<file path="config.mk">
export PLATFORM = sky130hd
export DESIGN_NAME = ctfs_status
export DESIGN_NICKNAME = d
export VERILOG_FILES = /design/src/inc/ctfs_pkg.sv /design/src/ctfs_delay_timer.sv /design/src/ctfs_status.sv
export SDC_FILE = /design/constraint.sdc
export NUM_CORES = 1
export LEC_CHECK = 0
export BUFFER_PORTS_ARGS = -buffer_cell sky130_fd_sc_hd__buf_2
export CORE_UTILIZATION = 49
export CTS_BUF_LIST = sky130_fd_sc_hd__clkbuf_8
export CTS_CLUSTER_DIAMETER = 80
export DETAILED_ROUTE_END_ITERATION = 7
export GPL_TIMING_DRIVEN = 0
export PLACE_DENSITY = 0.65
export RECOVER_POWER = 50
export SLEW_MARGIN = 10
export SYNTH_ARGS = -nofsm -noshare
export SYNTH_HDL_FRONTEND = slang
export SYNTH_SLANG_ARGS = --single-unit
</file>
<file path="constraint.sdc">
create_clock -name clock_in -period 6.9 [get_ports clock_in]
set_clock_uncertainty 0.1 [all_clocks]
set_input_delay 0 -clock clock_in [delete_from_list [all_inputs] [get_ports clock_in]]
set_output_delay 0 -clock clock_in [all_outputs]
set_load 0.005 [all_outputs]
</file>
<file path="src/inc/ctfs_pkg.sv">
package ctfs_pkg;
  // register map
  localparam logic [7:0] CTFS_ADDR_TEMP_ZONE = 8'h04;
  localparam logic [7:0] CTFS_ADDR_FAULTS_A = 8'h05;
  // field positions in latched_fault_flags_a
  localparam int CTFS_BIT_RELEASE = 7;
  localparam int CTFS_BIT_TIMER = 6;
  localparam int CTFS_BIT_BAT_OV = 5;
  localparam int CTFS_BIT_REG_FLT = 4;
  localparam int CTFS_BIT_DIE_HOT = 3;
  localparam int CTFS_BIT_SW_OC = 2;
  localparam int CTFS_BIT_IN_OV = 1;
  localparam int CTFS_BIT_IN_UV = 0;
  localparam int CTFS_NUM_FAULTS = 7;
  // mode encoding shared with the mode state machine
  localparam logic [1:0] CTFS_MODE_HIZ = 2'h0;
  localparam logic [1:0] CTFS_MODE_CHARGE = 2'h1;
  localparam logic [1:0] CTFS_MODE_REVERSE = 2'h2;
  // power-good thresholds in percent of target
  localparam int CTFS_PG_RISE_PCT = 92;
  localparam int CTFS_PG_FALL_PCT = 90;
  // temperature thresholds, degrees celsius
  localparam int CTFS_T_ZERO_C = 0;
  localparam int CTFS_T_MINUS10_C = -10;
  localparam int CTFS_T_COOL_HI_C = 10;
  localparam int CTFS_T_WARM_LO_C = 45;
  localparam int CTFS_T_HOT_C = 60;
  localparam int CTFS_T_HOT55_C = 55;
  localparam int CTFS_T_HOT65_C = 65;
  // restart delays
  localparam int CTFS_CLK_HZ = 20000000;
  localparam int CTFS_REG_RESTART_MS = 100;
  localparam int CTFS_OV_RESTART_SLOW_MS = 40;
  localparam int CTFS_OV_RESTART_FAST_US = 100;
  localparam int CTFS_REG_RESTART_CYC = CTFS_CLK_HZ / 1000 * CTFS_REG_RESTART_MS;
  localparam int CTFS_OV_SLOW_CYC = CTFS_CLK_HZ / 1000 * CTFS_OV_RESTART_SLOW_MS;
  localparam int CTFS_OV_FAST_CYC = CTFS_CLK_HZ / 1000000 * CTFS_OV_RESTART_FAST_US;
  localparam int CTFS_CNT_W = 22;
endpackage : ctfs_pkg

</file>
<file path="src/ctfs_delay_timer.sv">
`timescale 1ns/1ns
// restart delay: loads on fault, counts down once the fault has gone
module ctfs_delay_timer #(
  parameter int CNT_W = 22
) (
  input wire logic clock_in,
  input wire logic rst_n_in,
  input wire logic fault_in,
  input wire logic [CNT_W-1:0] load_value_in,
  output logic expired_out
);
  logic [CNT_W-1:0] count_reg;
  logic [CNT_W-1:0] count_next;
  logic expired_reg;

  assign count_next = fault_in ? load_value_in :
                      (count_reg != '0) ? count_reg - 1'b1 : count_reg;
  assign expired_out = expired_reg;

  always_ff @(posedge clock_in or negedge rst_n_in) begin
    if (!rst_n_in) begin
      count_reg <= '0;
      expired_reg <= 1'b1;
    end else begin
      count_reg <= count_next;
      expired_reg <= !fault_in && (count_next == '0);
    end
  end
endmodule : ctfs_delay_timer

</file>
<file path="src/ctfs_status.sv">
`timescale 1ns/1ns
// Notes on behaviour
// - power good sets above 92%, clears below 90%
// - reverse uses reverse target and input pin
// - battery present zero while thermistor sensing off
// - cold stop below 0 or -10 C
// - hot stop above 55, 60 or 65 C
// - profile on: below 0 C sets charge cold
// - profile on: 0..10 C cool, action field applied
// - profile on: 45..60 C warm, action field applied
// - profile on: above 60 C sets charge hot
// - charge cold, cool, warm, charge hot flags zero while profile disabled
// - writing release one drops interrupt, self clears
// - persisting fault may keep interrupt asserted
// - timer expiry latched in charge, read clears
// - expired timer sets flag again after read
// - battery overvoltage latched in charge, read clears
// - regulator fault latched, masks ignored, read clears
// - regulator clear waits 100 ms restart delay
// - die overheat clears only when condition gone
// - switch overcurrent clears only when condition gone
// - input overvoltage clears after selected restart delay
// - input undervoltage latched in charge, read clears
// - restart select: 0 is 40 ms, 1 is 100 us
module ctfs_status
  import ctfs_pkg::*;
#(
  parameter int TEMP_W = 8,
  parameter int VOLT_W = 12,
  parameter int REG_RESTART_CYC = CTFS_REG_RESTART_CYC,
  parameter int OV_SLOW_CYC = CTFS_OV_SLOW_CYC,
  parameter int OV_FAST_CYC = CTFS_OV_FAST_CYC
) (
  input wire logic clock_in,
  input wire logic rst_n_in,
  // register port from the serial interface, same clock
  input wire logic [7:0] reg_addr_in,
  input wire logic reg_wr_in,
  input wire logic reg_rd_in,
  input wire logic [7:0] reg_wdata_in,
  output logic [7:0] reg_rdata_out,
  // mode and settings
  input wire logic [1:0] op_mode_in,
  input wire logic thermistor_sense_off_in,
  input wire logic temp_profile_off_in,
  input wire logic cold_threshold_select_in,
  input wire logic [1:0] hot_threshold_select_in,
  input wire logic [1:0] cool_action_in,
  input wire logic [3:0] warm_action_in,
  input wire logic overvoltage_restart_select_in,
  input wire logic regulator_fault_mask_charge_in,
  input wire logic regulator_fault_mask_reverse_in,
  // analog measurements (pins, synchronised here)
  input wire logic signed [TEMP_W-1:0] battery_temp_in,
  input wire logic battery_detect_in,
  input wire logic [VOLT_W-1:0] reverse_output_target_in,
  input wire logic [VOLT_W-1:0] input_pin_volt_in,
  input wire logic [VOLT_W-1:0] termination_voltage_in,
  input wire logic [VOLT_W-1:0] battery_sense_pin_in,
  // raw fault conditions (pins)
  input wire logic timer_expired_in,
  input wire logic battery_ov_in,
  input wire logic regulator_fault_in,
  input wire logic die_overheat_in,
  input wire logic switch_oc_in,
  input wire logic input_ov_in,
  input wire logic input_uv_in,
  // outputs
  output logic interrupt_out_n,
  output logic charge_stop_out,
  output logic reverse_stop_out,
  output logic [1:0] cool_action_out,
  output logic [3:0] warm_action_out
);
  // ==========================================
  // elaboration checks
  // every restart count must fit the CTFS_CNT_W-bit delay counters
  if (TEMP_W < 8 || VOLT_W < 8 || REG_RESTART_CYC < 1 || OV_FAST_CYC < 1 ||
      OV_SLOW_CYC < 1 || OV_FAST_CYC >= (1 << CTFS_CNT_W) ||
      OV_SLOW_CYC >= (1 << CTFS_CNT_W) ||
      REG_RESTART_CYC >= (1 << CTFS_CNT_W)) begin : g_bad_param
    $error("ctfs_status: unsupported parameter values");
  end

  // ==========================================
  // input synchronisers
  localparam int SYNC_W = 7 + 1 + TEMP_W + 4 * VOLT_W;
  logic [SYNC_W-1:0] sync1_reg;
  logic [SYNC_W-1:0] sync2_reg;
  always_ff @(posedge clock_in or negedge rst_n_in) begin
    if (!rst_n_in) begin
      sync1_reg <= '0;
      sync2_reg <= '0;
    end else begin
      sync1_reg <= {timer_expired_in, battery_ov_in, regulator_fault_in, die_overheat_in,
                    switch_oc_in, input_ov_in, input_uv_in, battery_detect_in,
                    battery_temp_in, reverse_output_target_in, input_pin_volt_in,
                    termination_voltage_in, battery_sense_pin_in};
      sync2_reg <= sync1_reg;
    end
  end
  wire [6:0] cond_w = sync2_reg[SYNC_W-1 -: 7];
  wire bat_det_w = sync2_reg[SYNC_W-8];
  wire signed [TEMP_W-1:0] temp_w = sync2_reg[4*VOLT_W +: TEMP_W];
  wire [VOLT_W-1:0] rev_tgt_w = sync2_reg[3*VOLT_W +: VOLT_W];
  wire [VOLT_W-1:0] vin_w = sync2_reg[2*VOLT_W +: VOLT_W];
  wire [VOLT_W-1:0] termination_voltage_w = sync2_reg[VOLT_W +: VOLT_W];
  wire [VOLT_W-1:0] battery_sense_pin_w = sync2_reg[0 +: VOLT_W];

  // ==========================================
  // mode decode
  function automatic logic mode_is(input logic [1:0] mode, input logic [1:0] want);
    return mode == want;
  endfunction : mode_is
  wire chg_w = mode_is(op_mode_in, CTFS_MODE_CHARGE);
  wire rev_w = mode_is(op_mode_in, CTFS_MODE_REVERSE);
  wire profile_on_w = chg_w && !temp_profile_off_in;
  wire stop_zone_w = rev_w || (chg_w && temp_profile_off_in);

  // ==========================================
  // power good with hysteresis
  // source select
  wire [VOLT_W-1:0] pg_meas_w = rev_w ? vin_w : battery_sense_pin_w;
  wire [VOLT_W-1:0] pg_tgt_w = rev_w ? rev_tgt_w : termination_voltage_w;
  // products widened so 100 * measurement cannot wrap
  wire [VOLT_W+7:0] meas_x100_w = (VOLT_W + 8)'(pg_meas_w) * (VOLT_W + 8)'(100);
  wire [VOLT_W+7:0] rise_w = (VOLT_W + 8)'(pg_tgt_w) * (VOLT_W + 8)'(CTFS_PG_RISE_PCT);
  wire [VOLT_W+7:0] fall_w = (VOLT_W + 8)'(pg_tgt_w) * (VOLT_W + 8)'(CTFS_PG_FALL_PCT);
  wire pg_active_w = chg_w || rev_w;
  logic pg_reg;
  logic pg_next;
  assign pg_next = !pg_active_w ? 1'b0 :
                   (meas_x100_w > rise_w) ? 1'b1 :
                   (meas_x100_w < fall_w) ? 1'b0 : pg_reg;

  // ==========================================
  // temperature zones
  wire signed [TEMP_W-1:0] t_zero = TEMP_W'(CTFS_T_ZERO_C);
  wire signed [TEMP_W-1:0] t_m10 = TEMP_W'(CTFS_T_MINUS10_C);
  wire signed [TEMP_W-1:0] t_cool = TEMP_W'(CTFS_T_COOL_HI_C);
  wire signed [TEMP_W-1:0] t_warm = TEMP_W'(CTFS_T_WARM_LO_C);
  wire signed [TEMP_W-1:0] t_hot = TEMP_W'(CTFS_T_HOT_C);
  wire signed [TEMP_W-1:0] t_hot55 = TEMP_W'(CTFS_T_HOT55_C);
  wire signed [TEMP_W-1:0] t_hot65 = TEMP_W'(CTFS_T_HOT65_C);
  wire signed [TEMP_W-1:0] cold_lim_w = cold_threshold_select_in ? t_m10 : t_zero;
  // code 3 is treated as the 65 C threshold
  wire signed [TEMP_W-1:0] hot_lim_w = (hot_threshold_select_in == 2'h0) ? t_hot55 :
                                       (hot_threshold_select_in == 2'h1) ? t_hot : t_hot65;
  wire rcold_w = stop_zone_w && (temp_w < cold_lim_w);
  wire rhot_w = stop_zone_w && (temp_w > hot_lim_w);
  wire ccold_w = profile_on_w && (temp_w < t_zero);
  wire ccool_w = profile_on_w && (temp_w >= t_zero) && (temp_w < t_cool);
  wire cwarm_w = profile_on_w && (temp_w >= t_warm) && (temp_w <= t_hot);
  wire chot_w = profile_on_w && (temp_w > t_hot);
  wire bat_w = bat_det_w && !thermistor_sense_off_in;
  wire [7:0] zone_next = {pg_next, bat_w, rcold_w, rhot_w, ccold_w, ccool_w, cwarm_w, chot_w};
  logic [7:0] zone_reg;

  // ==========================================
  // latched faults
  wire rd_fault_w = reg_rd_in && (reg_addr_in == CTFS_ADDR_FAULTS_A);
  wire rd_zone_w = reg_rd_in && (reg_addr_in == CTFS_ADDR_TEMP_ZONE);
  wire wr_fault_w = reg_wr_in && (reg_addr_in == CTFS_ADDR_FAULTS_A);
  wire any_mode_w = chg_w || rev_w;
  wire reg_dly_done_w;
  wire ov_dly_done_w;
  wire [CTFS_CNT_W-1:0] ov_load_w = overvoltage_restart_select_in ?
                                    CTFS_CNT_W'(OV_FAST_CYC) : CTFS_CNT_W'(OV_SLOW_CYC);

  ctfs_delay_timer #(.CNT_W(CTFS_CNT_W)) u_reg_delay (
    .clock_in(clock_in),
    .rst_n_in(rst_n_in),
    .fault_in(cond_w[CTFS_BIT_REG_FLT]),
    .load_value_in(CTFS_CNT_W'(REG_RESTART_CYC)),
    .expired_out(reg_dly_done_w)
  );
  ctfs_delay_timer #(.CNT_W(CTFS_CNT_W)) u_ov_delay (
    .clock_in(clock_in),
    .rst_n_in(rst_n_in),
    .fault_in(cond_w[CTFS_BIT_IN_OV]),
    .load_value_in(ov_load_w),
    .expired_out(ov_dly_done_w)
  );

  // charge-only, masks not used, either mode
  wire [6:0] fault_en_w = {chg_w, chg_w, any_mode_w, any_mode_w, any_mode_w, chg_w, chg_w};
  // a read clears only when allowed
  wire [6:0] clr_ok_w = {1'b1, 1'b1, reg_dly_done_w, !cond_w[CTFS_BIT_DIE_HOT],
                         !cond_w[CTFS_BIT_SW_OC], ov_dly_done_w, 1'b1};
  logic [6:0] fault_reg;
  logic [6:0] fault_next;
  genvar gi;
  generate
    for (gi = 0; gi < CTFS_NUM_FAULTS; gi++) begin : g_fault
      wire set_w = fault_en_w[gi] && cond_w[gi];
      assign fault_next[gi] = set_w ? 1'b1 :
                              (rd_fault_w && clr_ok_w[gi]) ? 1'b0 : fault_reg[gi];
    end
  endgenerate

  // ==========================================
  // interrupt
  logic irq_reg;
  logic irq_next;
  wire new_fault_w = |(fault_next & ~fault_reg);
  // release clears, an enabled fault condition still present re-asserts
  assign irq_next = (wr_fault_w && reg_wdata_in[CTFS_BIT_RELEASE]) ?
                    (|(fault_en_w & cond_w)) : (irq_reg || new_fault_w);

  // ==========================================
  // read data
  // release bit always reads 0
  wire [7:0] rdata_next = rd_zone_w ? zone_reg :
                          rd_fault_w ? {1'b0, fault_reg} : 8'h00;

  always_ff @(posedge clock_in or negedge rst_n_in) begin
    if (!rst_n_in) begin
      pg_reg <= 1'b0;
      zone_reg <= 8'h00;
      fault_reg <= '0;
      irq_reg <= 1'b0;
      reg_rdata_out <= 8'h00;
      interrupt_out_n <= 1'b1;
      charge_stop_out <= 1'b0;
      reverse_stop_out <= 1'b0;
      cool_action_out <= 2'h0;
      warm_action_out <= 4'h0;
    end else begin
      pg_reg <= pg_next;
      zone_reg <= zone_next;
      fault_reg <= fault_next;
      irq_reg <= irq_next;
      reg_rdata_out <= rdata_next;
      interrupt_out_n <= !irq_next;
      charge_stop_out <= chg_w && (rcold_w || rhot_w || ccold_w || chot_w);
      reverse_stop_out <= rev_w && (rcold_w || rhot_w);
      cool_action_out <= ccool_w ? cool_action_in : 2'h0;
      warm_action_out <= cwarm_w ? warm_action_in : 4'h0;
    end
  end
endmodule : ctfs_status

</file>
Word-level counts from Yosys, hierarchy flattened

Cells that the tools add are included.

Register bits after elaboration: 208
Logic and storage cells: 121
Output and inout bits: 17

Reductions and logical operators: 50
$add $sub $neg: 2
$lt $le $gt $ge: 10
Bitwise operators: 3
Multiply operators: 3
Equal/unequal tests: 5
Mux-type cells: 32

Operators by type and width:

| cell                  | number |
|---|---|
| $mux 22               | 4 |
| $logic_not 22->1      | 2 |
| $reduce_bool 22->1    | 2 |
| $sub 22x1->22 const B | 2 |
| $mul 12x5->17 const B | 2 |
| $logic_and 1x1->1     | 30 |
| $mux 12               | 2 |
| $mux 7                | 3 |
| $mux 20               | 1 |
| $gt 19x19->1          | 1 |
| $lt 19x19->1          | 1 |
| $mul 12x6->18 const B | 1 |
| $mux 1                | 18 |
| $eq 8x3->1 const B    | 2 |
| $mux 8                | 2 |
| $and 7x7->7           | 2 |
| $reduce_or 7->1       | 2 |
| $ge 8x1->1 const B    | 1 |
| $ge 8x7->1 const B    | 1 |
| $gt 8x7->1 const B    | 1 |
| $gt 8x8->1            | 1 |
| $le 8x7->1 const B    | 1 |
| $lt 8x1->1 const B    | 1 |
| $lt 8x5->1 const B    | 1 |
| other kinds (9)       | 21 |

Logic depth before layout (Yosys ltp)

Depth in word-level cells: 10
Gate-level depth with buffers: 26
Gate-level depth less buffers: 25

Hierarchy

A second synthesis with hierarchy kept.

Cells, all modules: 1146
Area total of the unflattened synthesis: 12385.6 um^2

Modules (own cells, without submodules):

| module           | area each (um^2) | cells each | instances | seq. area each (um^2) |
|---|---|---|---|---|
| ctfs_status      | 9385.3           | 820        | 1         | 4030.1 |
| ctfs_delay_timer | 1500.2           | 163        | 2         | 576.8 |

Worst setup path after synthesis

No wires, ideal clock.

Path kind: input-to-reg
Start: input port op_mode_in[0]
End: register pg_reg
Path slack: 1.104 ns
Arrival: 5.572 ns
Buffers on the path: 2
Stages on the path: 25
Cells stage by stage: inv_1 ha_1 clkbuf_1 buf_1 mux2i_1 inv_1 ha_1 inv_1 fa_1 fa_1 inv_1 ha_1 o21a_1 o31a_1 o211ai_1 nand2_1 a41o_1 o41ai_1 xnor2_1 ha_1 a21o_1 a2111oi_0 o211ai_1 nand4b_1 a21oi_1

Word-level cells in the longest chain between the ends: 7

Ends and longest elaborated chain:

| what                                                  | RTL line                               | text |
|---|---|---|
| start: declaration                                    | ctfs_status.sv:43                      | `input wire logic [1:0] op_mode_in,` |
| $eq 2x2->1                                            | ctfs_status.sv:113                     | `return mode == want;` |
| $mux 12 (on tied branches)                            | ctfs_status.sv:123, ctfs_status.sv:124 |  |
| $mul 12x5->17 / $mul 12x6->18 (equally long branches) | ctfs_status.sv:126, ctfs_status.sv:128 |  |
| $lt 19x19->1                                          | ctfs_status.sv:134                     | `(meas_x100_w < fall_w) ? 1'b0 : pg_reg;` |
| $mux 1                                                | ctfs_status.sv:134                     |  |
| $mux 1                                                | ctfs_status.sv:133                     | `(meas_x100_w > rise_w) ? 1'b1 :` |
| $mux 1 *                                              | ctfs_status.sv:132                     | `assign pg_next = !pg_active_w ? 1'b0 :` |
| via pg_next                                           | ctfs_status.sv:131                     | `logic pg_next;` |
| end signal: assignment                                | ctfs_status.sv:229                     | `pg_reg <= pg_next;` |
| end: declaration                                      | ctfs_status.sv:130                     | `logic pg_reg;` |

Mark *: on every way through the listed nets, which the timed path passes. The rest lies on a longest branch.

Worst setup path after layout

Ends and elaborated chain as after synthesis.

==> results.json <==
{
  "max-vdd-ir-drop_mv": 0.185,
  "first_pass_iters": 5,
  "hold_viol": 0,
  "fin_crit_ns": 6.36,
  "dp_hpwl_um": 18600,
  "io_buffers": 107,
  "route.detailed.drc": 0,
  "grt-ovfl-total": 0,
  "maxSlewViolCount": 107,
  "crit_arrival_ns": 6.64,
  "antenna_left": 0,
  "rsz0062_at_grt": "no",
  "path_max_fanout": 10,
  "fin_crit_sh_pct": 92.2,
  "worstHoldPathType": "in -> reg",
  "clkTransAtPathRegs_ns": 0.07,
  "power.density_mw_per_mm2": 308,
  "dp_slack_ns": -0.344,
  "avgSynthCellArea_um2": 10.8,
  "worst_slew_pin_slew_ns": 5.69,
  "multiInputGateArea_mm2": 0.00619,
  "dieArea_mm2": 0.0252,
  "wl_um": 25800,
  "tritoncts": "built",
  "antenna_found_initial": 2,
  "ys_ff_latch": 207,
  "n_fill_cell": 1939,
  "ios": 117,
  "synth-async-reset-ratio_pct": 100,
  "vias_per_cell": 5.20,
  "coreArea_mm2": 0.0238,
  "synthSimpleGateAreaFrac_pct": 11.7,
  "synth_top_family_by_area": "adder cells",
  "clk_path_buf_depth": 3,
  "synth_edf_count": 0,
  "syn_inst": 1111,
  "clock.fmax_ghz": 0.157,
  "wl_per_cell_um": 15.2,
  "gp_congestion": 0.870,
  "final_cell_mix": "dfrtp_1, inv_1, ha_1, buf_2, dlygate4sd3_1",
  "synthXorXnorAreaFrac_pct": 4.22,
  "p_leak_nw": 7.14,
  "cp-end-kind": "register",
  "netlist_area_mm2": 0.0120,
  "drt-initial-drc-count": 454,
  "layout-drive-gt1-share_pct": 14.5,
  "yosysWarnings": 0,
  "synth_compound_gate_area_share_pct": 11.2,
  "cap_violations": 1,
  "outcome": "complete, but fails checks",
  "fin_ws_ns": 0.536,
  "synth-adder-area-share_pct": 20.9,
  "synthMuxAreaShare_pct": 3.51,
  "synthesis.nets": 1389,
  "grt_pass1_wl_um": 43200,
  "setup_violations": 0,
  "rows": 56,
  "clockRootBuffer": "clkbuf_8",
  "dr_total_vias": 8827,
  "seqCellArea_mm2": 0.00518,
  "cts_inserted_buffers": 36,
  "postLayoutCoreUtil_pct": 61.8,
  "cts.sinks": 207,
  "violations": "capacitance limit, slew limit",
  "post_cts_buffers": 0,
  "required_ns": 7.18,
  "worst-setup-path-type": "in -> reg",
  "grt_max_degree": 107,
  "max_slew_margin_pct": -279,
  "syn2layout_area_growth_pct": 22.0,
  "cts_max_level": 2,
  "grt_usage_pct": 21.9,
  "start_kind": "primary input",
  "fp.dieW_um": 159,
  "die_h_um": 159,
  "synth_cell_types": 69,
  "final_common_cell": "dfrtp_1",
  "nets": 1629,
  "start_util_pct": 50.6,
  "clk-insertion-delay-late_ns": 0.52,
  "ys_seq_area_share_pct": 43.1,
  "synth_flop_cell": "dfrtp_1",
  "grt_pass1_vias": 8990
}
[synth_stat cells, types with 4 or more instances]
cell	count	share of area [%]
buf_6	4	0.37
nand2_1	46	1.4
o41ai_1	7	0.51
xor2_1	21	1.5
nor4_1	13	0.68
or3_1	14	0.73
a2111oi_0	5	0.36
inv_1	146	4.6
fa_1	38	6.3
and2_1	6	0.31
o22ai_1	4	0.21
dfrtp_1	204	42
o31a_1	4	0.29
or4_1	7	0.44
a211o_1	6	0.44
mux2i_1	23	1.9
xnor2_1	37	2.7
clkbuf_1	14	0.44
ha_1	140	15
a21o_1	14	0.87
nor2_1	65	2.0
and3_1	8	0.42
a211oi_1	6	0.37
mux2_2	17	1.6
o21bai_1	6	0.37
o21ai_0	38	1.6
o211ai_1	9	0.56
nand3_1	18	0.75
nand2b_1	6	0.31
nand4_1	10	0.52
o21a_1	14	0.87
a21oi_1	49	2.0
o31ai_1	5	0.31
nor2b_1	12	0.62
nor3_1	28	1.2
a31oi_1	9	0.47
or2_2	6	0.31
[layer usage]
metal / global-route usage [%] / routed length (um)
met1: 28.1 / 11300
met2: 38.4 / 13100
met3: 3.57 / 856
met4: 5.95 / 493
met5: 0 / 0
[final timing paths]
path | startpoint | endpoint | slack, ns | cells past startpoint
hold / removal | op_mode_in[1] | irq_reg | 0.03 | 4
min in group asynchronous | rst_n_in | u_ov_delay.count_reg[13] | 2.06 | 2
setup reg to reg | sync2_reg[40] | pg_reg | 0.92 | 21
hold reg to reg | sync1_reg[41] | sync2_reg[41] | 0.24 | 0
max in group asynchronous | rst_n_in | sync2_reg[10] | 1.48 | 2
setup / recovery | op_mode_in[0] | pg_reg | 0.54 | 26
[critical path, cell delays in order]
cell	delay (ns)
buf_2	0.11
inv_1	0.05
ha_1	0.16
clkbuf_2	0.31
buf_1	0.58
mux2i_1	0.51
inv_1	0.13
ha_1	0.34
inv_1	0.11
fa_1	0.51
fa_1	0.51
inv_1	0.05
ha_1	0.34
o21a_1	0.18
o31a_1	0.12
o211ai_1	0.17
nand2_1	0.10
a41o_1	0.27
o41ai_1	0.33
xnor2_1	0.16
ha_1	0.25
a21o_1	0.18
a2111oi_0	0.71
o21ai_0	0.23
nand4b_1	0.16
a21oi_1	0.07
[power by group]
| group | switching, mW | internal (mW) | total [mW] | leakage, nW |
|---|---|---|---|---|
| Sequential | 0.0407 | 1.28 | 1.32 | 2.46 |
| Combinational | 1.13 | 0.947 | 2.08 | 4.25 |
| Clock | 0.478 | 0.650 | 1.13 | 0.427 |
| Total | 1.65 | 2.87 | 4.53 | 7.14 |
[cell type report]
| cell class | count | area share (%) |
|---|---|---|
| multi-input cells | 739 | 42.2 |
| repair buffers | 202 | 10.2 |
| clock buffers | 44 | 4.13 |
| inverters | 146 | 3.73 |
| well taps | 319 | 2.72 |
| clock inverters | 20 | 0.938 |
| plain buffers | 19 | 0.708 |
| flip-flops and latches | 207 | 35.3 |
| diodes | 2 | 0.0341 |
[timing repair]
item,in CTS,in global routing
hold endpoints to repair,206,0
hold buffers,94,0
gates resized for setup,0,5
endpoints found under the setup margin,0,1
[through the flow]
stage	TNS (ns)	total power, mW	instances	area (um^2)	hold WS (ns)
4_1_cts	0	4.58	1696	14700	0.00172
3_5_place_dp	-0.344	3.37	1538	13000	0.00931
6_report	0	4.53	1698	14700	0.0251
3_3_place_gp	-0.319	3.32	1537	13000	0.00810
2_1_floorplan	0	2.90	1111	12000	-0.396
5_1_grt	0	4.94	1698	14700	0.00854
[cell families (layout without fill, tap and decap cells)]
group                    count (synthesis)  after routing
AO/OA/AOI/OAI                          199            199
XOR/XNOR                                58             58
adder cells (fa/ha/maj)                178            178
buffers and inverters                  165            431
flip-flops                             207            207
multiplexers                            40             40
other                                    0              2
AND/OR/NAND/NOR                        264            264
(Power assumes the default switching activity.)
